**config.mk**
```make
export PLATFORM = sky130hd
export DESIGN_NAME = floppy_controller_status_logic
export DESIGN_NICKNAME = d
export VERILOG_FILES = /design/src/fdc_status_pkg.sv /design/src/floppy_controller_status_logic.sv /design/src/fdc_cmd_decode.sv /design/src/fdc_byte_timer.sv
export SDC_FILE = /design/constraint.sdc
export NUM_CORES = 1
export LEC_CHECK = 0
export BUFFER_PORTS_ARGS = -buffer_cell sky130_fd_sc_hd__buf_4
export CAP_MARGIN = 10
export CORE_ASPECT_RATIO = 0.9
export CORE_MARGIN = 2
export CORE_UTILIZATION = 46
export DETAILED_ROUTE_END_ITERATION = 16
export GPL_TIMING_DRIVEN = 0
export PLACE_DENSITY = 0.79
export SLEW_MARGIN = 10
export SYNTH_ARGS = -nofsm -noshare
export SYNTH_HDL_FRONTEND = slang
export SYNTH_SLANG_ARGS = --single-unit
```
**constraint.sdc**
```tcl
create_clock -name clk_i -period 2.5 [get_ports clk_i]
set_clock_uncertainty 0.05 [all_clocks]
set_input_delay 0.25 -clock clk_i [delete_from_list [all_inputs] [get_ports clk_i]]
set_output_delay 0.25 -clock clk_i [all_outputs]
set_load 0.01 [all_outputs]
```
**src/fdc_status_pkg.sv**
```systemverilog
package fdc_status_pkg;
  // ---------------------------------------------------------------
  // Register map (word offsets on a 32-bit classic bus)
  // ---------------------------------------------------------------
  localparam logic [7:0] STATUS_OFFS = 8'h00;
  localparam logic [7:0] CMD_OFFS = 8'h04;
  localparam logic [7:0] DATA_OFFS = 8'h08;
  localparam logic [7:0] STATUS_RESET = 8'h00;
  // ---------------------------------------------------------------
  // Status bit positions
  // ---------------------------------------------------------------
  localparam int S_NOT_READY = 7;
  localparam int S_PROTECT = 6;
  localparam int S_HEAD_TYPE = 5;
  localparam int S_SEEK_RNF = 4;
  localparam int S_CRC = 3;
  localparam int S_TRK0_LOST = 2;
  localparam int S_INDEX_DREQ = 1;
  localparam int S_BUSY = 0;
  // ---------------------------------------------------------------
  // Command register fields
  // ---------------------------------------------------------------
  localparam int CMD_KIND_LSB = 0;
  localparam int CMD_KIND_W = 3;
  localparam logic [2:0] KIND_POSITION = 3'h0;
  localparam logic [2:0] KIND_READ_ADDR = 3'h1;
  localparam logic [2:0] KIND_READ_SECTOR = 3'h2;
  localparam logic [2:0] KIND_READ_TRACK = 3'h3;
  localparam logic [2:0] KIND_WRITE_SECTOR = 3'h4;
  localparam logic [2:0] KIND_WRITE_TRACK = 3'h5;
  // ---------------------------------------------------------------
  // Timing: one byte time at 40 MHz
  // ---------------------------------------------------------------
  localparam int CLK_HZ = 40000000;
  localparam int BYTE_TIME_NS = 32000;
  localparam int BYTE_TIME_CYC = (BYTE_TIME_NS * (CLK_HZ / 1000000)) / 1000;
endpackage

```
**src/floppy_controller_status_logic.sv**
```systemverilog
// Function
// - Bit 7: not ready OR master clear
// - Refuse read/write commands when not ready
// - Positioning: bit 6 is inverted protect input
// - Positioning: bit 5 is head load AND engage
// - Positioning: bit 4 seek error, cleared on update
// - Positioning: bit 3 ID field check error
// - Positioning: bit 2 inverted track zero input
// - Positioning: bit 1 inverted index input
// - Bit 0 busy while command executes
// - Read/write: bit 6 write protect on writes
// - Record read: bit 5 deleted data mark
// - Writes: bit 5 write fault, cleared on update
// - Read/write except track commands: bit 4 record not found
// - Read/write except track commands: bit 3 check error
// - Unserviced request in byte time: lost data
// - Read/write: bit 1 mirrors data request
`timescale 1ns/1ps
`default_nettype none
module floppy_controller_status_logic #(
  parameter int BYTE_CYCLES = fdc_status_pkg::BYTE_TIME_CYC
) (
  input wire logic clk_i,
  input wire logic rst_i,
  // Wishbone classic slave
  input wire logic cyc_i,
  input wire logic stb_i,
  input wire logic we_i,
  input wire logic [7:0] adr_i,
  input wire logic [3:0] sel_i,
  input wire logic [31:0] dat_i,
  output logic [31:0] dat_o,
  output logic ack_o,
  // Drive and sequencer side
  input wire logic master_clear_i,
  input wire logic drive_ready_i,
  input wire logic medium_protect_input_i,
  input wire logic head_load_output_i,
  input wire logic head_engage_timing_input_i,
  input wire logic track_zero_input_i,
  input wire logic index_pulse_input_i,
  input wire logic cmd_done_i,
  input wire logic seek_error_i,
  input wire logic crc_error_i,
  input wire logic record_not_found_i,
  input wire logic deleted_mark_i,
  input wire logic write_fault_i,
  input wire logic byte_ready_i,
  input wire logic [7:0] disk_byte_i,
  output logic [7:0] disk_byte_o,
  output logic byte_taken_o,
  output logic cmd_start_o,
  output logic [2:0] cmd_kind_o,
  output logic data_request_o,
  output logic cmd_refused_o
);
  // -------------------------------------------------------------
  // Bus decode
  // -------------------------------------------------------------
  logic req;
  logic wr_cmd;
  logic wr_data;
  logic rd_data;
  logic rd_status;
  assign req = cyc_i && stb_i && !ack_o;
  assign wr_cmd = req && we_i && sel_i[0] && (adr_i == fdc_status_pkg::CMD_OFFS);
  assign wr_data = req && we_i && sel_i[0] && (adr_i == fdc_status_pkg::DATA_OFFS);
  assign rd_data = req && !we_i && (adr_i == fdc_status_pkg::DATA_OFFS);
  assign rd_status = req && !we_i && (adr_i == fdc_status_pkg::STATUS_OFFS);

  logic busy_r;
  logic [2:0] kind_r;
  logic not_ready;
  logic start;
  logic is_pos;
  logic is_wr;
  logic is_rrec;
  logic is_rtrk;
  logic is_raddr;
  logic [2:0] new_kind;
  assign not_ready = !drive_ready_i || master_clear_i;
  assign new_kind = dat_i[fdc_status_pkg::CMD_KIND_LSB +: fdc_status_pkg::CMD_KIND_W];

  // Type II/III never start on an unready drive; the write is still acked
  assign start = wr_cmd && !busy_r && !(new_kind != fdc_status_pkg::KIND_POSITION && not_ready);
  assign cmd_refused_o = wr_cmd && !busy_r && (new_kind != fdc_status_pkg::KIND_POSITION) && not_ready;
  assign cmd_start_o = start;
  assign cmd_kind_o = kind_r;

  fdc_cmd_decode u_dec (
    .kind_i(kind_r),
    .positioning_o(is_pos),
    .any_write_o(is_wr),
    .read_record_o(is_rrec),
    .read_track_o(is_rtrk),
    .read_addr_o(is_raddr)
  );

  // -------------------------------------------------------------
  // Command state
  // -------------------------------------------------------------
  always_ff @(posedge clk_i) begin
    if (rst_i || master_clear_i) begin
      busy_r <= 1'b0;
    end else if (start) begin
      busy_r <= 1'b1;
    end else if (cmd_done_i) begin
      busy_r <= 1'b0;
    end
  end

  // A command written while busy is ignored, so the kind under way stays visible
  always_ff @(posedge clk_i) begin
    if (rst_i || master_clear_i) begin
      kind_r <= fdc_status_pkg::KIND_POSITION;
    end else if (start) begin
      kind_r <= new_kind;
    end
  end

  // -------------------------------------------------------------
  // Error flags: cleared when a new command updates status
  // -------------------------------------------------------------
  logic seek_err_r;
  logic crc_err_r;
  logic rnf_r;
  logic wfault_r;
  logic protect_r;
  logic deleted_r;
  logic lost_r;
  logic drq_r;
  logic byte_late;

  always_ff @(posedge clk_i) begin
    if (rst_i || start) begin
      seek_err_r <= 1'b0;
    end else if (busy_r && seek_error_i) begin
      seek_err_r <= 1'b1;
    end
  end

  always_ff @(posedge clk_i) begin
    if (rst_i || start) begin
      crc_err_r <= 1'b0;
    end else if (busy_r && crc_error_i) begin
      crc_err_r <= 1'b1;
    end
  end

  always_ff @(posedge clk_i) begin
    if (rst_i || start) begin
      rnf_r <= 1'b0;
    end else if (busy_r && record_not_found_i) begin
      rnf_r <= 1'b1;
    end
  end

  always_ff @(posedge clk_i) begin
    if (rst_i || start) begin
      wfault_r <= 1'b0;
    end else if (busy_r && is_wr && write_fault_i) begin
      wfault_r <= 1'b1;
    end
  end

  always_ff @(posedge clk_i) begin
    if (rst_i || start) begin
      protect_r <= 1'b0;
    end else if (busy_r && is_wr && !medium_protect_input_i) begin
      protect_r <= 1'b1;
    end
  end

  always_ff @(posedge clk_i) begin
    if (rst_i || start) begin
      deleted_r <= 1'b0;
    end else if (busy_r && is_rrec && deleted_mark_i) begin
      deleted_r <= 1'b1;
    end
  end

  // -------------------------------------------------------------
  // Data holding register and request
  // -------------------------------------------------------------
  logic [7:0] data_holding_register_r;
  always_ff @(posedge clk_i) begin
    if (rst_i) begin
      data_holding_register_r <= 8'h00;
    end else if (wr_data) begin
      data_holding_register_r <= dat_i[7:0];
    end else if (busy_r && !is_wr && byte_ready_i) begin
      data_holding_register_r <= disk_byte_i;
    end
  end
  assign disk_byte_o = data_holding_register_r;
  assign byte_taken_o = busy_r && is_wr && byte_ready_i && !drq_r;

  // Request: full on read, empty on write; a new disk byte wins over the host service
  always_ff @(posedge clk_i) begin
    if (rst_i || start) begin
      drq_r <= 1'b0;
    end else if (busy_r && !is_pos && byte_ready_i) begin
      drq_r <= 1'b1;
    end else if (rd_data || wr_data || !busy_r) begin
      drq_r <= 1'b0;
    end
  end
  assign data_request_o = drq_r;

  fdc_byte_timer #(.LIMIT(BYTE_CYCLES)) u_timer (
    .clk_i(clk_i),
    .rst_i(rst_i),
    .run_i(drq_r && !(rd_data || wr_data)),
    .expired_o(byte_late)
  );

  always_ff @(posedge clk_i) begin
    if (rst_i || start) begin
      lost_r <= 1'b0;
    end else if (byte_late) begin
      lost_r <= 1'b1;
    end
  end

  // -------------------------------------------------------------
  // Status composition
  // -------------------------------------------------------------
  logic [7:0] status;
  always_comb begin
    // Zero for bits without meaning in this command
    status = fdc_status_pkg::STATUS_RESET;
    status[fdc_status_pkg::S_NOT_READY] = not_ready;
    status[fdc_status_pkg::S_BUSY] = busy_r;
    // Decoder outputs are one-hot; kinds without a command fall to the default
    unique case (1'b1)
      is_pos: begin
        status[fdc_status_pkg::S_PROTECT] = !medium_protect_input_i;
        status[fdc_status_pkg::S_HEAD_TYPE] = head_load_output_i && head_engage_timing_input_i;
        status[fdc_status_pkg::S_SEEK_RNF] = seek_err_r;
        status[fdc_status_pkg::S_CRC] = crc_err_r;
        status[fdc_status_pkg::S_TRK0_LOST] = !track_zero_input_i;
        status[fdc_status_pkg::S_INDEX_DREQ] = !index_pulse_input_i;
      end
      is_raddr: begin
        // Bits 6 and 5 stay zero on an address read
        status[fdc_status_pkg::S_SEEK_RNF] = rnf_r;
        status[fdc_status_pkg::S_CRC] = crc_err_r;
        status[fdc_status_pkg::S_TRK0_LOST] = lost_r;
        status[fdc_status_pkg::S_INDEX_DREQ] = drq_r;
      end
      is_rrec: begin
        // Bit 6 is unused on reads and stays zero
        status[fdc_status_pkg::S_HEAD_TYPE] = deleted_r;
        status[fdc_status_pkg::S_SEEK_RNF] = rnf_r;
        status[fdc_status_pkg::S_CRC] = crc_err_r;
        status[fdc_status_pkg::S_TRK0_LOST] = lost_r;
        status[fdc_status_pkg::S_INDEX_DREQ] = drq_r;
      end
      is_rtrk: begin
        // Bits 6 to 3 stay zero on a track read
        status[fdc_status_pkg::S_TRK0_LOST] = lost_r;
        status[fdc_status_pkg::S_INDEX_DREQ] = drq_r;
      end
      is_wr: begin
        status[fdc_status_pkg::S_PROTECT] = protect_r;
        status[fdc_status_pkg::S_HEAD_TYPE] = wfault_r;
        // A track write reports neither missing records nor check errors
        if (kind_r == fdc_status_pkg::KIND_WRITE_SECTOR) begin
          status[fdc_status_pkg::S_SEEK_RNF] = rnf_r;
          status[fdc_status_pkg::S_CRC] = crc_err_r;
        end
        status[fdc_status_pkg::S_TRK0_LOST] = lost_r;
        status[fdc_status_pkg::S_INDEX_DREQ] = drq_r;
      end
      default: begin
        // Unknown kinds show only the transfer bits
        status[fdc_status_pkg::S_TRK0_LOST] = lost_r;
        status[fdc_status_pkg::S_INDEX_DREQ] = drq_r;
      end
    endcase
  end

  // -------------------------------------------------------------
  // Bus answer: one cycle after the request, ack then dropped
  // -------------------------------------------------------------
  always_ff @(posedge clk_i) begin
    if (rst_i) begin
      ack_o <= 1'b0;
    end else begin
      ack_o <= req;
    end
  end

  // Status is captured at the request edge, so the host sees one coherent byte
  always_ff @(posedge clk_i) begin
    if (rst_i) begin
      dat_o <= 32'h00000000;
    end else if (rd_status) begin
      dat_o <= {24'h000000, status};
    end else if (rd_data) begin
      dat_o <= {24'h000000, data_holding_register_r};
    end else if (req && !we_i && adr_i == fdc_status_pkg::CMD_OFFS) begin
      dat_o <= {29'h00000000, kind_r};
    end else begin
      dat_o <= 32'h00000000;
    end
  end
  logic unused_sel;
  assign unused_sel = &{1'b0, sel_i[3:1], dat_i[31:8], is_raddr};
endmodule // floppy_controller_status_logic
`default_nettype wire

```
**src/fdc_cmd_decode.sv**
```systemverilog
`timescale 1ns/1ps
`default_nettype none
module fdc_cmd_decode (
  input wire logic [2:0] kind_i,
  output logic positioning_o,
  output logic any_write_o,
  output logic read_record_o,
  output logic read_track_o,
  output logic read_addr_o
);
  always_comb begin
    positioning_o = (kind_i == fdc_status_pkg::KIND_POSITION);
    any_write_o = (kind_i == fdc_status_pkg::KIND_WRITE_SECTOR) || (kind_i == fdc_status_pkg::KIND_WRITE_TRACK);
    read_record_o = (kind_i == fdc_status_pkg::KIND_READ_SECTOR);
    read_track_o = (kind_i == fdc_status_pkg::KIND_READ_TRACK);
    read_addr_o = (kind_i == fdc_status_pkg::KIND_READ_ADDR);
  end
endmodule // fdc_cmd_decode
`default_nettype wire

```
**src/fdc_byte_timer.sv**
```systemverilog
`timescale 1ns/1ps
`default_nettype none
module fdc_byte_timer #(
  parameter int LIMIT = 1280
) (
  input wire logic clk_i,
  input wire logic rst_i,
  input wire logic run_i,
  output logic expired_o
);
  logic [15:0] cnt_r;
  always_ff @(posedge clk_i) begin
    if (rst_i || !run_i) begin
      cnt_r <= 16'h0000;
    end else if (cnt_r != LIMIT[15:0]) begin
      cnt_r <= cnt_r + 16'h0001;
    end
  end
  assign expired_o = run_i && (cnt_r == LIMIT[15:0]);
endmodule // fdc_byte_timer
`default_nettype wire

```
Word-level counts from Yosys, hierarchy flattened
Index checks and enable logic that the tools add are counted.

word-level totals
  output and inout port bits = 48
  bits in registers = 69
  word-level logic and storage cells = 98

operators by class
  multiplexer cells = 14
  equality and inequality tests = 8
  reductions and logical operators = 60
  $add $sub $neg = 1

operator list
  cell                     number
  $logic_and A1 B1 Y1      32
  $mux W8                  4
  $add A16 B1 Y16 const B  1
  $eq A16 B11 Y1 const B   1
  $ne A16 B11 Y1 const B   1
  $logic_not A1 Y1         13
  $eq A8 B3 Y1 const B     1
  $eq A8 B4 Y1 const B     1
  $logic_not A8 Y1         1
  $logic_or A1 B1 Y1       7
  $eq A3 B3 Y1 const B     2
  $pmux W2 S3              1
  $reduce_bool A2 Y1       3
  $mux W1                  4
  $mux W2                  2
  $eq A3 B1 Y1 const B     1
  $eq A3 B2 Y1 const B     1
  $logic_not A3 Y1         1
  $mux W3                  1
  $pmux W1 S3              1
  $reduce_bool A3 Y1       1
  $reduce_or A3 Y1         1
  $pmux W1 S2              1
  $reduce_or A2 Y1         1

Depth between registers and ports, before layout
  word-level depth = 10
  depth in mapped cells = 7
  depth with buffers taken out = 6

Hierarchy
From an unflattened synthesis, not the netlist that was laid out.

second synthesis, totals
  cells, all modules = 288
  area total of the unflattened synthesis = 2464.9 um^2

by module, submodules not included
  module                          times used  cells each  sequential area each (um^2)  area each (um^2)
  floppy_controller_status_logic  1           185         580.6                        1582.8
  fdc_byte_timer                  1           98          320.3                        843.3
  fdc_cmd_decode                  1           5           0.0                          38.8

Least setup slack after synthesis
No wires, ideal clock.

  kind = input port to output port
  from = in adr_i[5]
  to = out cmd_start_o
  stages = 4
  path buffers = 1
  slack = 363 ps
  data arrival time = 1837 ps
  required time = 2200 ps
  cell sequence = or4_1 > buf_2 > or4_4 > nor2_1

between the ends
  cells in the longest elaborated chain, start to end = 4

ends and longest elaborated chain
  element                            line                                  text
  from (decl)                        floppy_controller_status_logic.sv:29  input wire logic [7:0] adr_i,
  $eq A8 B3 Y1                       floppy_controller_status_logic.sv:66  assign wr_cmd = req && we_i && sel_i[0] && (adr_i == fdc_status_pkg::CMD_OFFS);
  $logic_and A1 B1 Y1                floppy_controller_status_logic.sv:66
  $logic_and A1 B1 Y1 (2 in series)  floppy_controller_status_logic.sv:85  assign start = wr_cmd && !busy_r && !(new_kind != fdc_status_pkg::KIND_POSITION && not_ready);
  to (decl)                          floppy_controller_status_logic.sv:52  output logic cmd_start_o,

No other way between the ends.

Final worst setup path
  from = reg busy_r
  to = out cmd_start_o

between the ends
  cells in the longest elaborated chain, start to end = 3

ends and longest elaborated chain
  element                            line                                   text
  from (decl)                        floppy_controller_status_logic.sv:71   logic busy_r;
  from (signal assigned)             floppy_controller_status_logic.sv:104  busy_r <= 1'b0;
  from (signal assigned)             floppy_controller_status_logic.sv:106  busy_r <= 1'b1;
  from (signal assigned)             floppy_controller_status_logic.sv:108  busy_r <= 1'b0;
  $logic_not A1 Y1                   floppy_controller_status_logic.sv:85
  $logic_and A1 B1 Y1 (2 in series)  floppy_controller_status_logic.sv:85

No other way between the ends.

==> run summary <==
The maximum number of pins on one net before global-route repair is 16, and the switching component of the power is 0.329 mW. Yosys attributes the largest share of cell area to dfxtp_1, buf_4, nor2_1. Subtracting the final worst setup slack from the clock period gives 2.43 ns. The clock sink count is 45. Counting tap cells, the placed design contains a total of 432 instances. The core region is 0.00495 sq mm.

The synthesized netlist occupies a cell area of 0.00241 sq mm. In this run the critical register-to-register path is launched from ack_o. The run gives 0.912 as the routability congestion estimate. Data on the critical path is required at its endpoint by 2.20 ns. The highest cell delay on the worst timing path is 0.54 ns, and the worst relative slew slack is 37.1%. The tools report the total negative slack for setup checks as 0 ns. 119 I/O pins were placed. For the wire length of the first global-routing pass, the log shows 9920 um.

The path with the worst hold slack has its endpoint at data_request_o. The top cell type by area accounts for 37.4% of the synthesized area. For the pin with the worst max-slew slack, the measured transition is 0.940 ns.

The longest clock path from root to sink contains 2 buffers. The startpoint of the tightest hold check path was byte_ready_i. CTS built an H-tree with a depth of 2. Clock-pin slew was measured on the worst setup and hold paths at 0.09 ns.

Cell internal power was estimated by the tool at 0.998 mW. The layout-stage area growth over the synthesis result was 32.7%. The worst setup path is launched from a flip-flop. Traced cell by cell, the critical path runs through or3b_2 -> or4_4 -> nor2_2 -> buf_4. The number of flops mapped to enable cells by yosys is 0, and the number of nets with antenna violations after routing is 0. The run gives 412 MHz as the highest attainable clock frequency. The worst hold path belongs to the class in2reg. IR analysis of the VDD net gives a maximum drop of 0.215 mV.

Setup repair after global routing left no endpoint under its margin. Most area-hungry cell type in the Yosys netlist: dfxtp_1. After filler insertion, the fill cell instance count of the layout stands at 437. The switching part of the total power was 24.8%. Combinational cells account for 11.1% of the total power.

The max-slew violation total from the final report is 0. The number of max-cap violations came out at 0. After the last flow step, the layout net total stands at 451. The library cell contributing the largest single delay on the critical path was or4_4. The area occupied by multi-input gates is 0.00133 sq mm, and the maximum fanout along the worst path is 7.

Dividing total power by cell area gives a power density of 416 mW/mm^2. Summed over all layers, the routed wires come to 6080 um. The run gives 21.7% as the global router's overall resource usage. After the first detailed-routing iteration, the DRC count stood at 237.

Setup violations remaining at the end of the flow were counted as 0. The critical path starts at busy_r. The logs give 0 for the number of DRC violations after detailed routing and 24 for the standard-cell row count. Global routing finished with a remaining overflow of 0. The tools report the total power of the final layout as 1.33 mW. The number of buffers created by CTS is 5, and the number of cells on the worst hold path is 3. The run finished with clean final reports. The post-synthesis async set-or-reset flop share came out at 0%. Ranked by instance count, the synthesized netlist is headed by dfxtp_1, nor2_1, buf_4.

The run gives 0 as the initial antenna violation count. In the synthesized netlist the dominant register cell turns out to be dfxtp_1. The hold violation total from the final report was 0; the fraction of final layout cells with drive strength greater than 1 was 32.2%.

The first detailed-routing pass took 4 iterations. The number of buffers added on ports is 66, and the half-perimeter wire length after detailed placement is 4550 um. OpenSTA, run right after detailed placement, puts the worst setup slack at -0.00417 ns.

The fraction of the yosys area taken by sequential cells is 37.4%. The per-cell via count in the routed design was 5.20; the final clock period utilization by the worst path was 97.1%. The cell count after synthesis came out at 278.

The footprint of the flip-flops and latches is 901 sq um, and the fraction of power consumed by sequential logic is 54.0%. STA classifies the critical path endpoint as a primary output. The number of hold buffers added after CTS was 0. The routed via count is 2307.

Full die area: 0.00583 sq mm. The height of the chip works out to 72.6 um. In the post-synthesis netlist, the cell with the most instances is dfxtp_1. In this run the critical register-to-register path is captured at dat_o[5]. After synthesis, the mean cell area works out to 8.65 sq um. For the worst flop-to-flop path, the logic depth is 5.

Data arrives at the worst endpoint at 2.13 ns. The worst setup path is of the reg2out kind. The register bit count reported by yosys was 45; the clock share of power was 34.9%. The number of unique standard cell types used by synthesis was 51; the non-filler instance count after layout was 444. The run gives 0.30 ns as the source-to-sink clock delay at the later pin of the worst-skew pair. 0 antenna diodes ended up in the layout.

TritonCTS built the clock tree. The tools report the library cell used as clock root buffer as clkbuf_8. For this configuration, the core starts out at a cell density of 48.6%.

The analysis attributes to cell leakage a power of 1.27 nW. The number of global-route vias before repair is 2111, and the worst setup margin is 0.0724 ns. For flop-to-flop paths, the worst setup slack is 0.42 ns. Dividing the detail-routed wire length by the instance count gives 13.7 um.

The die boundary width is 80.2 um, and the yosys synthesis warning count is 0.
## layout make-up
type | count | area share (%)
inverters | 6 | 0.706
well taps | 65 | 2.55
clock buffers | 5 | 2.16
clock inverters | 3 | 0.666
plain buffers | 36 | 7.60
multi-input cells | 214 | 41.6
flip-flops and latches | 45 | 28.2
repair buffers | 70 | 16.5
## routing by layer
metal | wire length, um | GRT usage [%] | up-vias
met5 | 0 | 0 | -
met4 | 100 | 6.97 | 0
met3 | 506 | 4.70 | 10
met2 | 2670 | 32.5 | 94
met1 | 2810 | 31.2 | 1050
li1 | - | - | 1153
## sequential cells by signal, summed over array words and instances (netlist names)
name and cells:
deleted_r 1, cmd_kind_o 3, protect_r 1, seek_err_r 1, rnf_r 1, ack_o 1, data_request_o 1, wfault_r 1
u_timer.cnt_r 16, lost_r 1, busy_r 1, dat_o 8, disk_byte_o 8, crc_err_r 1
## worst max-delay path, delay by kind of cell, from the launching register on
family | cells | cell delay, ns
buf+inv | 1 | 0.19
flops | 1 | 0.34
simple gates | 3 | 1.30
## placed cells by master (no fill, tap or decap), types with 5 or more instances in the layout
| master | synthesis | routed |
|---|---|---|
| buf_4 | 24 | 94 |
| dfxtp_1 | 45 | 45 |
| nor2_1 | 36 | 35 |
| conb_1 | 1 | 24 |
| a21oi_1 | 17 | 17 |
| nor3_1 | 15 | 15 |
| nand2_1 | 10 | 10 |
| mux2i_1 | 10 | 10 |
| xnor2_1 | 10 | 10 |
| a211oi_1 | 9 | 9 |
| nand3_1 | 9 | 9 |
| clkbuf_1 | 8 | 8 |
| inv_1 | 6 | 6 |
| nor2b_1 | 5 | 5 |
| o21ai_0 | 5 | 5 |
| clkbuf_8 | 0 | 5 |
## worst max path at each step
stage,endpoint,slack [ns],cells past startpoint
global placement,cmd_start_o,-0.04,6
global route,cmd_start_o,0.01,4
floorplan,cmd_start_o,0.36,4
CTS,cmd_start_o,0.04,4
detailed placement,cmd_start_o,-0.004,6
finish,cmd_start_o,0.07,4
## cell families (layout without fill, tap and decap cells)
| group | Yosys count | count (layout) | share of synthesized area (%) |
|---|---|---|---|
| compound gates | 49 | 49 | 14.6 |
| fa+ha+maj | 2 | 2 | 1.04 |
| other cells | 1 | 24 | 0.156 |
| simple gates | 116 | 116 | 26.8 |
| buf+inv | 42 | 120 | 11.0 |
| flops | 45 | 45 | 37.4 |
| mux | 10 | 10 | 4.16 |
| xor+xnor | 13 | 13 | 4.73 |
## power groups by stage
stage | Sequential (mW) | Combinational, mW | Clock, mW
after CTS | 0.717 | 0.140 | 0.468
after global routing | 0.717 | 0.160 | 0.504
after detailed placement | 0.734 | 0.139 | 0
after global placement | 0.734 | 0.138 | 0
final | 0.717 | 0.147 | 0.463
after floorplan | 0.734 | 0.0741 | 0
## through the flow
step / hold WS, ns / util [%] / cell area (sq um)
2_1_floorplan: 0.337 / - / 2490
3_3_place_gp: 0.430 / 61.9 / 3070
3_5_place_dp: 0.421 / 61.9 / 3070
4_1_cts: 0.159 / 63.8 / 3160
5_1_grt: 0.188 / 64.4 / 3190
6_report: 0.165 / 64.4 / 3190
## what timing repair did
action	in CTS	in global routing
cloned	0	0
setup buffers	0	4
endpoints found under the setup margin	1	1
gates resized for setup	1	0
Power figures use the tool's default switching activity.
